$ cat src/hw/mpw_regs.svh
// register offsets, reset values and fixed codes of the multiphase pwm block
`ifndef MPW_REGS_SVH
`define MPW_REGS_SVH

// register byte offsets
`define MPW_REG_PERIOD   5'h00
`define MPW_REG_STATUS   5'h04
`define MPW_REG_REF      5'h08
`define MPW_REG_AVG      5'h0C
`define MPW_REG_SMP1     5'h10
`define MPW_REG_SMP2     5'h14
`define MPW_REG_SMP3     5'h18

// period register: reset count and lowest accepted count
`define MPW_PERIOD_RST   16'h012C
`define MPW_PERIOD_MIN   16'h000C

// status register field positions
`define MPW_ST_PWM_LSB   0
`define MPW_ST_WIN_LSB   3
`define MPW_ST_ACT_LSB   6
`define MPW_ST_OFF_BIT   9
`define MPW_ST_TBL_LSB   10

// reference levels in 12.5 mV units, then the off, top and anchor codes
`define MPW_T1_BASE      8'h40
`define MPW_T2_BASE      8'h58
`define MPW_T6_BASE      8'h43
`define MPW_CODE_OFF     5'h1F
`define MPW_CODE_TOP     5'h1E
`define MPW_T6_ANCHOR    5'h0A
// anchor plus 31, modulo 32: past 00000 the walk resumes at 11110 and skips 11111
`define MPW_T6_WRAP      5'h09

`endif

$ cat src/hw/mpw_pkg.sv
// types shared by the multiphase pwm block
package mpw_pkg;
	typedef enum logic [3:0] {
		PH_DIS    = 4'b0001,
		PH_FORCED = 4'b0010,
		PH_ARMED  = 4'b0100,
		PH_ON     = 4'b1000
	} mpw_ph_t;
	typedef enum logic [2:0] {
		MD_ONE   = 3'b001,
		MD_TWO   = 3'b010,
		MD_THREE = 3'b100
	} mpw_mode_t;
	typedef enum logic [2:0] {
		TBL_FIRST  = 3'b001,
		TBL_SECOND = 3'b010,
		TBL_SIX    = 3'b100
	} mpw_tbl_t;
endpackage

$ cat src/hw/mpw_vid_dec.sv
// voltage code decoder: code pins to reference level under the active table
`timescale 1ns/1ps
`include "mpw_regs.svh"
module mpw_vid_dec (
	// code and table
	input  wire logic [4:0]       code_i,
	input  wire logic             half_i,
	input  wire mpw_pkg::mpw_tbl_t tbl_i,
	// decoded level, 12.5 mV units
	output logic      [7:0]       level_o,
	output logic                  off_o
);
	logic [4:0] d_top;
	logic [4:0] d_six;

	assign d_top = `MPW_CODE_TOP - code_i;
	// the six-bit table walks downward from its anchor, then wraps to 11110 and on down;
	// the anchor code with half set is the very last step of that walk
	assign d_six = ((code_i < `MPW_T6_ANCHOR) || ((code_i == `MPW_T6_ANCHOR) && !half_i))
		? (`MPW_T6_ANCHOR - code_i) : (`MPW_T6_WRAP - code_i);

	always_comb begin
		off_o = (code_i == `MPW_CODE_OFF);
		case (tbl_i)
			mpw_pkg::TBL_FIRST: begin
				level_o = `MPW_T1_BASE + {2'h0, d_top, 1'b0};
			end
			mpw_pkg::TBL_SECOND: begin
				level_o = `MPW_T2_BASE + {2'h0, d_top, 1'b0};
			end
			mpw_pkg::TBL_SIX: begin
				level_o = `MPW_T6_BASE + {2'h0, d_six, 1'b0} - {7'h0, half_i};
			end
			default: begin
				level_o = 8'h00;
				off_o   = 1'b1;
			end
		endcase
		if (off_o) begin
			level_o = 8'h00;
		end
	end
endmodule // mpw_vid_dec

$ cat src/hw/mpw_top.sv
// multiphase pwm timing, current balance and voltage code decode with avalon registers
//
// The placing of the registers and the Avalon-MM interface to the registers were decided locally.
`timescale 1ns/1ps
`include "mpw_regs.svh"
module mpw_top #(
	parameter int PW = 16,
	parameter int CW = 12
) (
	// clock and reset
	input  wire logic          mclk_i,
	input  wire logic          rst_n_i,
	// avalon-mm slave
	input  wire logic [4:0]    avs_address_i,
	input  wire logic          avs_read_i,
	input  wire logic          avs_write_i,
	input  wire logic [31:0]   avs_writedata_i,
	input  wire logic [3:0]    avs_byteenable_i,
	output logic      [31:0]   avs_readdata_o,
	output logic               avs_waitrequest_o,
	// analog side, digitised
	input  wire logic [PW-1:0] error_level_i,
	input  wire logic [CW-1:0] phase_one_current_sense_i,
	input  wire logic [CW-1:0] phase_two_current_sense_i,
	input  wire logic [CW-1:0] phase_three_current_sense_i,
	// straps
	input  wire logic          third_phase_enable_i,
	input  wire logic          phase_two_bootstrap_pin_i,
	input  wire logic          phase_two_switch_node_i,
	input  wire logic          table_select_i,
	// voltage code pins, value and whether something drives them
	input  wire logic [4:0]    voltage_code_i,
	input  wire logic [4:0]    voltage_code_drive_i,
	input  wire logic          half_step_select_i,
	input  wire logic          half_step_drive_i,
	// pulses and drivers
	output logic               phase_one_pulse_o,
	output logic               phase_two_pulse_o,
	output logic               phase_three_pulse_o,
	output logic      [1:0]    upper_gate_o,
	output logic      [1:0]    lower_gate_o,
	// status
	output logic      [2:0]    sample_window_o,
	output logic      [CW-1:0] cycle_average_current_o,
	output logic      [7:0]    reference_level_o,
	output logic               reference_off_o
);
	typedef logic [PW-1:0] pw_t;

	function automatic pw_t loc_time(input pw_t c, input pw_t off, input pw_t p);
		logic [PW:0] s;
		s = {1'b0, c} + {1'b0, p} - {1'b0, off};
		loc_time = (c >= off) ? pw_t'(c - off) : s[PW-1:0];
	endfunction

	function automatic logic [CW-1:0] avg_of(input logic [CW+1:0] s, input mpw_pkg::mpw_mode_t m);
		case (m)
			mpw_pkg::MD_ONE:   avg_of = s[CW-1:0];
			mpw_pkg::MD_TWO:   avg_of = s[CW:1];
			mpw_pkg::MD_THREE: avg_of = CW'(s / 3);
			default:           avg_of = s[CW-1:0];
		endcase
	endfunction

	// period and mode state
	pw_t                   period_r;
	pw_t                   per_cur_r;
	pw_t                   cnt_r;
	mpw_pkg::mpw_mode_t    mode_r;
	mpw_pkg::mpw_mode_t    mode_nxt;
	logic [2:0]            act;
	pw_t                   p2;
	pw_t                   p3;
	pw_t                   p6;
	pw_t                   offs [3];
	pw_t                   tloc [3];
	logic                  wrap;
	// phase state
	mpw_pkg::mpw_ph_t      st_r [3];
	logic [CW-1:0]         smp_r [3];
	logic [CW-1:0]         sns [3];
	logic [CW-1:0]         avg_r;
	logic [2:0]            win_r;
	logic [2:0]            rise;
	logic [2:0]            close;
	logic signed [CW:0]    bal [3];
	logic signed [PW+1:0]  corr [3];
	logic signed [PW+1:0]  ramp [3];
	logic [CW+1:0]         sum;
	// code pins
	logic [4:0]            code_r;
	logic                  half_r;
	mpw_pkg::mpw_tbl_t     tbl_r;
	logic [7:0]            dec_level;
	logic                  dec_off;
	logic [7:0]            ref_r;
	logic                  off_r;
	// bus
	logic                  ack_r;
	logic                  req;
	logic [31:0]           rdata_r;
	logic [31:0]           rmux;
	pw_t                   wr_per;

	assign sns[0] = phase_one_current_sense_i;
	assign sns[1] = phase_two_current_sense_i;
	assign sns[2] = phase_three_current_sense_i;

	// period counter; a new period count and strap mode take effect only at wrap
	// so that the phase offsets never jump inside a cycle
	assign wrap = (cnt_r >= per_cur_r - 16'h0001);
	assign p2   = per_cur_r >> 1;
	assign p3   = pw_t'(per_cur_r / 3);
	assign p6   = pw_t'(per_cur_r / 6);

	always_comb begin
		if (phase_two_bootstrap_pin_i && phase_two_switch_node_i) begin
			mode_nxt = mpw_pkg::MD_ONE;
		end else if (third_phase_enable_i) begin
			mode_nxt = mpw_pkg::MD_TWO;
		end else begin
			mode_nxt = mpw_pkg::MD_THREE;
		end
	end

	always_ff @(posedge mclk_i) begin
		if (!rst_n_i) begin
			cnt_r     <= 16'h0000;
			per_cur_r <= `MPW_PERIOD_RST;
			mode_r    <= mpw_pkg::MD_THREE;
		end else if (wrap) begin
			cnt_r     <= 16'h0000;
			per_cur_r <= period_r;
			mode_r    <= mode_nxt;
		end else begin
			cnt_r <= cnt_r + 16'h0001;
		end
	end

	always_comb begin
		case (mode_r)
			mpw_pkg::MD_ONE:   act = 3'b001;
			mpw_pkg::MD_TWO:   act = 3'b011;
			mpw_pkg::MD_THREE: act = 3'b111;
			default:           act = 3'b001;
		endcase
		offs[0] = 16'h0000;
		offs[1] = (mode_r == mpw_pkg::MD_THREE) ? p3 : p2;
		offs[2] = p3 + p3;
		for (int k = 0; k < 3; k++) begin
			tloc[k]  = loc_time(cnt_r, offs[k], per_cur_r);
			bal[k]   = $signed({1'b0, smp_r[k]}) - $signed({1'b0, avg_r});
			corr[k]  = $signed({2'b00, error_level_i}) - (PW+2)'(bal[k]);
			ramp[k]  = $signed({2'b00, pw_t'(per_cur_r - 16'h0001 - tloc[k])});
			rise[k]  = (st_r[k] == mpw_pkg::PH_ARMED) && (tloc[k] != 16'h0000) && (corr[k] >= ramp[k]);
			close[k] = (st_r[k] == mpw_pkg::PH_ARMED) && (rise[k] || (tloc[k] == 16'h0000));
		end
	end

	// phase state machines; a termination at local time zero wins over a rise, and a strap-off wins over both
	always_ff @(posedge mclk_i) begin
		if (!rst_n_i) begin
			for (int k = 0; k < 3; k++) begin
				st_r[k] <= mpw_pkg::PH_DIS;
			end
		end else begin
			for (int k = 0; k < 3; k++) begin
				case (st_r[k])
					mpw_pkg::PH_DIS: begin
						if (act[k]) begin
							st_r[k] <= mpw_pkg::PH_FORCED;
						end
					end
					mpw_pkg::PH_FORCED: begin
						if (!act[k]) begin
							st_r[k] <= mpw_pkg::PH_DIS;
						end else if (tloc[k] >= p3) begin
							st_r[k] <= mpw_pkg::PH_ARMED;
						end
					end
					mpw_pkg::PH_ARMED: begin
						if (!act[k]) begin
							st_r[k] <= mpw_pkg::PH_DIS;
						end else if (tloc[k] == 16'h0000) begin
							st_r[k] <= mpw_pkg::PH_FORCED;
						end else if (rise[k]) begin
							st_r[k] <= mpw_pkg::PH_ON;
						end
					end
					mpw_pkg::PH_ON: begin
						if (!act[k]) begin
							st_r[k] <= mpw_pkg::PH_DIS;
						end else if (tloc[k] == 16'h0000) begin
							st_r[k] <= mpw_pkg::PH_FORCED;
						end
					end
					default: begin
						st_r[k] <= mpw_pkg::PH_DIS;
					end
				endcase
			end
		end
	end

	// sample window and hold
	always_ff @(posedge mclk_i) begin
		if (!rst_n_i) begin
			win_r <= 3'b000;
			for (int k = 0; k < 3; k++) begin
				smp_r[k] <= '0;
			end
		end else begin
			for (int k = 0; k < 3; k++) begin
				win_r[k] <= act[k] && (((st_r[k] == mpw_pkg::PH_FORCED) && (tloc[k] >= p6))
					|| (st_r[k] == mpw_pkg::PH_ARMED));
				if (close[k]) begin
					smp_r[k] <= sns[k];
				end
			end
		end
	end

	// cycle average, inactive phases add nothing and do not count
	always_comb begin
		sum = '0;
		for (int k = 0; k < 3; k++) begin
			if (act[k]) begin
				sum = sum + {2'b00, smp_r[k]};
			end
		end
	end

	always_ff @(posedge mclk_i) begin
		if (!rst_n_i) begin
			avg_r <= '0;
		end else if (cnt_r == 16'h0000) begin
			avg_r <= avg_of(sum, mode_r);
		end
	end

	assign phase_one_pulse_o   = (st_r[0] == mpw_pkg::PH_ON);
	assign phase_two_pulse_o   = (st_r[1] == mpw_pkg::PH_ON);
	assign phase_three_pulse_o = (st_r[2] == mpw_pkg::PH_ON);
	// the internal drivers are complementary; a strapped-off phase keeps both gates off
	assign upper_gate_o[0] = phase_one_pulse_o;
	assign lower_gate_o[0] = !phase_one_pulse_o && act[0];
	assign upper_gate_o[1] = phase_two_pulse_o;
	assign lower_gate_o[1] = !phase_two_pulse_o && act[1];
	assign sample_window_o = win_r;
	assign cycle_average_current_o = avg_r;

	// code pins: an undriven pin is pulled up and reads as one
	always_ff @(posedge mclk_i) begin
		if (!rst_n_i) begin
			code_r <= 5'h1F;
			half_r <= 1'b1;
			tbl_r  <= mpw_pkg::TBL_FIRST;
		end else begin
			code_r <= voltage_code_i | ~voltage_code_drive_i;
			half_r <= half_step_select_i | ~half_step_drive_i;
			if (table_select_i) begin
				tbl_r <= mpw_pkg::TBL_SIX;
			end else if (half_step_select_i | ~half_step_drive_i) begin
				tbl_r <= mpw_pkg::TBL_SECOND;
			end else begin
				tbl_r <= mpw_pkg::TBL_FIRST;
			end
		end
	end

	mpw_vid_dec u_dec (
		.code_i  (code_r),
		.half_i  (half_r),
		.tbl_i   (tbl_r),
		.level_o (dec_level),
		.off_o   (dec_off)
	);

	always_ff @(posedge mclk_i) begin
		if (!rst_n_i) begin
			ref_r <= 8'h00;
			off_r <= 1'b1;
		end else begin
			ref_r <= dec_level;
			off_r <= dec_off;
		end
	end

	assign reference_level_o = ref_r;
	assign reference_off_o   = off_r;

	// avalon slave: one wait state, the access completes on the second edge
	assign req               = avs_read_i | avs_write_i;
	assign avs_waitrequest_o = req && !ack_r;
	assign avs_readdata_o    = rdata_r;
	assign wr_per = {avs_byteenable_i[1] ? avs_writedata_i[15:8] : period_r[15:8],
		avs_byteenable_i[0] ? avs_writedata_i[7:0] : period_r[7:0]};

	always_comb begin
		rmux = 32'h0000_0000;
		case (avs_address_i)
			`MPW_REG_PERIOD: rmux[PW-1:0] = period_r;
			`MPW_REG_STATUS: begin
				rmux[`MPW_ST_PWM_LSB +: 3] = {phase_three_pulse_o, phase_two_pulse_o, phase_one_pulse_o};
				rmux[`MPW_ST_WIN_LSB +: 3] = win_r;
				rmux[`MPW_ST_ACT_LSB +: 3] = act;
				rmux[`MPW_ST_OFF_BIT]      = off_r;
				rmux[`MPW_ST_TBL_LSB +: 3] = tbl_r;
			end
			`MPW_REG_REF:    rmux[7:0] = ref_r;
			`MPW_REG_AVG:    rmux[CW-1:0] = avg_r;
			`MPW_REG_SMP1:   rmux[CW-1:0] = smp_r[0];
			`MPW_REG_SMP2:   rmux[CW-1:0] = smp_r[1];
			`MPW_REG_SMP3:   rmux[CW-1:0] = smp_r[2];
			default:         rmux = 32'h0000_0000;
		endcase
	end

	always_ff @(posedge mclk_i) begin
		if (!rst_n_i) begin
			ack_r   <= 1'b0;
			rdata_r <= 32'h0000_0000;
		end else begin
			ack_r <= req && !ack_r;
			if (avs_read_i && !ack_r) begin
				rdata_r <= rmux;
			end
		end
	end

	// too short a period would collapse the third and sixth fractions to zero
	always_ff @(posedge mclk_i) begin
		if (!rst_n_i) begin
			period_r <= `MPW_PERIOD_RST;
		end else if (avs_write_i && ack_r && (avs_address_i == `MPW_REG_PERIOD)) begin
			period_r <= (wr_per < `MPW_PERIOD_MIN) ? `MPW_PERIOD_MIN : wr_per;
		end
	end
endmodule // mpw_top

$ cat config.mk
export PLATFORM = sky130hd
export DESIGN_NAME = mpw_top
export DESIGN_NICKNAME = d
export VERILOG_FILES = /design/src/hw/mpw_pkg.sv /design/src/hw/mpw_vid_dec.sv /design/src/hw/mpw_top.sv
export VERILOG_INCLUDE_DIRS = /design/src /design/src/hw
export SDC_FILE = /design/constraint.sdc
export NUM_CORES = 1
export LEC_CHECK = 0
export BUFFER_PORTS_ARGS = -buffer_cell sky130_fd_sc_hd__buf_2
export CAP_MARGIN = 20
export CORE_ASPECT_RATIO = 0.6
export CORE_MARGIN = 3
export CORE_UTILIZATION = 40
export CTS_BUF_LIST = sky130_fd_sc_hd__clkbuf_4
export DETAILED_ROUTE_END_ITERATION = 8
export GPL_ROUTABILITY_DRIVEN = 0
export GPL_TIMING_DRIVEN = 1
export SETUP_SLACK_MARGIN = 0.05
export SYNTH_ARGS = -nofsm -noshare
export SYNTH_HDL_FRONTEND = slang
export SYNTH_HIERARCHICAL = 1
export SYNTH_SLANG_ARGS = --single-unit
$ cat constraint.sdc
create_clock -name mclk_i -period 15.35 [get_ports mclk_i]
set_input_delay 3.07 -clock mclk_i [delete_from_list [all_inputs] [get_ports mclk_i]]
set_output_delay 3.07 -clock mclk_i [all_outputs]
set_load 0.1 [all_outputs]
**Word level (Yosys, flattened, before mapping)**

Memory sizes are Yosys's and may differ from the RTL's.
Cells that the tools add are included.

- Register bits after elaboration: 101
- Memory bits (writable): 48
- Input bits: 113
- Output and inout bits: 64
- Logic and storage cells: 341
- Memories kept: 2

Memory list:

| name | depth | width | rd ports | clocked after memory_dff | write ports | RTL line | RTL |
|---|---|---|---|---|---|---|---|
| smp_r | 3 | 12 | 3 | 0 | 3 | mpw_top.sv:80 | `logic [CW-1:0] smp_r [3];` |
| st_r | 3 | 4 | 3 | 0 | 3 | mpw_top.sv:79 | `mpw_pkg::mpw_ph_t st_r [3];` |

- $add $sub $neg: 26
- Divide/modulo/power cells: 3
- $lt $le $gt $ge: 15
- Equality and inequality tests: 25
- Muxes and demuxes: 171
- Bitwise logic cells: 36
- Reduce and logical (&&, ||, !) cells: 49

Operator list:

| operator | count |
|---|---|
| 16-bit >= comparator | 9 |
| 1-bit two-way mux | 119 |
| 16-bit subtractor | 7 |
| 4-bit two-way mux | 27 |
| 16-bit two-way mux | 5 |
| 16-bit logical NOT | 4 |
| 8-bit case mux with 7 select lines | 1 |
| 18-bit by 17-bit >= comparator with 1-bit output | 3 |
| 17-bit by 13-bit subtractor with 18-bit output | 3 |
| 12-bit two-way mux | 4 |
| 16-bit nonzero test | 3 |
| 12-bit by 12-bit subtractor with 13-bit output | 3 |
| 16-bit adder | 2 |
| 14-bit by 2-bit divider with 32-bit output (second input constant) | 1 |
| 16-bit by 2-bit divider with 32-bit output (second input constant) | 1 |
| 16-bit by 3-bit divider with 32-bit output (second input constant) | 1 |
| 1-bit bitwise OR | 32 |
| 14-bit by 12-bit adder with 14-bit output | 2 |
| 14-bit two-way mux | 2 |
| 7-bit by 6-bit adder with 8-bit output (first input constant) | 3 |
| 12-bit case mux with 2 select lines | 1 |
| 4-bit case mux with 6 select lines | 1 |
| 8-bit case mux with 3 select lines | 1 |
| 1-bit logical AND | 23 |
| 33 further kinds | 67 |

**Longest topological paths before layout**

- Depth in word-level cells: 17
- Mapped depth: 82
- Gate-level depth less buffers: 72

**Cells and area by module**

Netlist, hierarchy kept.

Modules (own cells, without submodules):

| module | instances | cells each | area an instance (µm²) | sequential area each (µm²) |
|---|---|---|---|---|
| mpw_top | 1 | 3212 | 24030.5 | 3463.3 |
| mpw_vid_dec | 1 | 112 | 787.0 | 0.0 |

**Least setup slack after synthesis**

Ideal clock, no wire load.

- Kind: register to register
- From: register per_cur_r[14]
- To: memory smp_r[0][10], data pin
- Setup time: 0.266 ns
- Arrival time: 14.787 ns
- Required time: 15.084 ns
- Path slack: 0.297 ns
- Cell stages (with the launch flop): 77
- Path buffers: 10
- Clock period less this slack: 15.053 ns
- Path through: dfxtp_1 > buf_4 > clkbuf_1 > clkbuf_1 > ha_1 > clkbuf_1 > or3b_1 > a21o_1 > nand2_2 > a21oi_2 > nor4_1 > o211ai_1 > a22oi_4 > or4_4 > buf_6 > nor3_1 > or3_1 > nor2b_1 > [41 not listed] > a21boi_0 > o21a_1 > o21ai_0 > a21o_1 > ha_1 > a21o_1 > a21oi_1 > o21ai_0 > a21o_1 > a211oi_1 > nand2b_1 > or4b_2 > o21ai_0 > o211ai_1 > a21boi_0 > a31oi_1 > clkbuf_1 > nor2b_1

RTL lines:

| what | RTL line | RTL |
|---|---|---|
| from (decl) | mpw_top.sv:67 | `pw_t per_cur_r;` |
| from (signal assigned) | mpw_top.sv:129 | `` per_cur_r <= `MPW_PERIOD_RST; `` |
| from (signal assigned) | mpw_top.sv:133 | `per_cur_r <= period_r;` |
| to (decl) | mpw_top.sv:80 |  |

==> impl_metrics.toml <==
[outcome]
status = "finished, final reports clean"

[timing]
final_max_slew_viol_count = 0
period_needed_ps = 14730
slew_headroom_pct = 23.20
fin_crit_sh_pct = 95.93
setup_viol = 0
worstMarginPinSlew_ps = 1136
fin_tns_setup_ps = 0
hold_viol = 0
max_freq_mhz = 67.91
worst_slack_ps = 624.6
rsz0062_at_grt = "no"
hold_slack_ps = 475.8
skew_ps = 70.02

[worst_setup_path]
r2r-start = "per_cur_r[15]"
cp_common_cell = "buf_4"
cp-start-kind = "flop"
path_max_fanout = 8
r2r_slack_ps = 620
timing.rr.end = "st_r[1][0]"
criticalPathCategory = "flop to flop"
max_stage_delay_ps = 490
cp.arrival_ps = 15100
rr_worst_depth = 71
critPathSlowestCell = "or4_4"
crit_required_ps = 15730
end_kind = "flop"

[job]
drv_cap = 0

[finish]
area_growth_syn_to_layout_pct = 15.38
nets = 4153
drive_above_1_share_pct = 15.44
fillers = 6266
instances_no_fill = 4470

[synth]
ys_seq_elements = 149
syn_area_sq_um = 24820
synthFlopType = "dfxtp_1"
yosys.area.top_type_share_pct = 20.17
synth_edf_count = 48
synth_common_cells = "ha_1, nor2_1, inv_1, nand2_1, o21ai_0"
syn_inst = 3324
yosys_warnings = 6
synth_area_leaders = "ha_1, dfxtp_1, edfxtp_1"
post-synth-top-area-cell = "ha_1"
ys_seq_area_share_pct = 13.96
synth_cell_types = 117
post-synth-top-count-cell = "ha_1"
syn_avg_cell_area_sq_um = 7.466
synth_async_sr_flop_share_pct = 0

[global_routing]
gr-usage-met2_pct = 32.92
grt_util_met1_pct = 44.25
antenna_found_initial = 4
grtUsageMet3_pct = 11.10
busiest_layer = "met1"
grt_first_pass_wirelength_microns = 139300
grt_max_degree = 62
gr-total-overflow = 0
grt_pass1_vias = 23020
grt.total_usage_pct = 27.43

[drt]
vias = 25950
final_antenna_net_count = 0
drc = 0
wl_per_cell_microns = 20.59
wl_microns = 92050
viasPerCell = 5.806
drt_iter0_markers = 2894
drt-pass1-iter-count = 8

[clock_tree]
cts_buffer_depth = 2
clock_latency_ps = 660
cts.htree.levels = 4
clock-sinks = 149
clk_pin_slew_ps = 230
numCtsBuffers = 17
cts_root_buf = "clkbuf_4"
cts_tree = "done"

[floorplanning]
coreArea_sq_um = 61130
ios = 177
dieArea_sq_um = 65170
die_h_microns = 198.9
initial_core_util_pct = 40.60
dieWidth_microns = 327.6
num_rows = 70

[hold_path]
worstHoldStart = "avs_readdata_o[15]"
min_path_type = "flop to flop"
min_delay_path_depth = 2
hold_end = "avs_readdata_o[15]"

[place]
dpl.hpwl_microns = 75940
io_buffers = 142
dp.cells = 4429
pre_cts_slack_ps = -477.2

[power]
power_density_nw_per_um2 = 130.4
ir_worst_vdd_uv = 122.9
p_leak_nw = 13.10
## sequential cells by signal, summed over array words and instances (netlist names), 5 cells and up
register                 count
period_r                    16
cycle_average_current_o     12
code_r                       5
avs_readdata_o              16
st_r                        12
reference_level_o            8
smp_r                       36
per_cur_r                   16
cnt_r                       16
## worst max-delay path, delay by kind of cell (launching register included)
kind / cells / cell delay [ps]
xor+xnor: 1 / 110
buf+inv: 10 / 1490
fa+ha+maj: 6 / 1680
mux: 2 / 450
compound gates: 35 / 6390
flops: 1 / 390
simple gates: 17 / 3950
## metal layers
metal / vias to the layer above / share of wire (%)
met1: 12070 / 51
met5: - / 0.039
li1: 12570 / -
met2: 1242 / 34
met3: 66 / 14
met4: 4 / 0.82
## cells in the final DEF, fill, tap and decap left out, types with 86 or more instances in the layout
cell,count
dfxtp_1,99
nand3_1,86
a21o_1,91
nor2_1,285
nor2b_1,118
a21oi_1,211
xnor2_1,125
nand2_1,261
nand2b_1,93
ha_1,397
o21ai_0,224
buf_4,256
buf_2,141
inv_1,279
## power breakdown
| part | internal (mW) | leakage [nW] | switching [mW] |
|---|---|---|---|
| logic | 1.15 | 11.6 | 1.71 |
| clock network | 0.0937 | 0.173 | 0.205 |
| registers | 0.463 | 1.32 | 0.106 |
## timing repair
item / 4_1_cts / 5_1_grt
resized for setup: 19 / 66
hold buffers: 0 / 0
setup endpoints to repair: 59 / 76
hold endpoints to repair: 0 / 0
pin swaps: 1 / 31
buffers inserted: 0 / 7
## cells by family (layout without fill, tap and decap cells)
| logic type | count (synthesis) | after routing | synth area share, % |
|---|---|---|---|
| AOI/OAI and AO/OA | 1017 | 1017 | 27.58 |
| xor gates and xnor gates | 176 | 176 | 6.242 |
| adders and majority gates | 417 | 417 | 21.38 |
| buffers and inverters | 418 | 719 | 6.811 |
| DFF | 149 | 149 | 13.96 |
| muxes | 39 | 39 | 1.598 |
| other | 1 | 18 | 0.01511 |
| and+or+nand+nor | 1107 | 1107 | 22.43 |
## final cells by class
class                           instances  area [sq um]  area share [%]
Clock inverter                         15         200.2          0.6991
Antenna cell                            2         5.005         0.01748
Timing Repair Buffer                  402          2710           9.464
Inverter                              285          1070           3.736
Tap cell                              828          1036           3.618
Multi-Input combinational cell       2772         20020           69.92
Sequential cell                       149          3466           12.10
Clock buffer                           17         127.6          0.4457
## stage by stage
stage               instance area [sq um]  util (%)  total power [mW]
floorplan                           24870         -             2.642
global placement                    27970     45.75             3.295
detailed placement                  27970     45.75             3.329
CTS                                 28350     46.38             3.649
global route                        28640     46.84             4.100
finish                              28640     46.84             3.734
## worst max path at each step
stage	cells after the start	startpoint	endpoint
floorplan	76	per_cur_r[14]	smp_r[0][10]
global placement	75	per_cur_r[15]	st_r[2][3]
detailed placement	72	per_cur_r[15]	st_r[2][3]
CTS	73	per_cur_r[15]	st_r[2][1]
global route	77	per_cur_r[15]	smp_r[0][11]
finish	71	per_cur_r[15]	st_r[1][0]
Power figures use the tool's default switching activity.
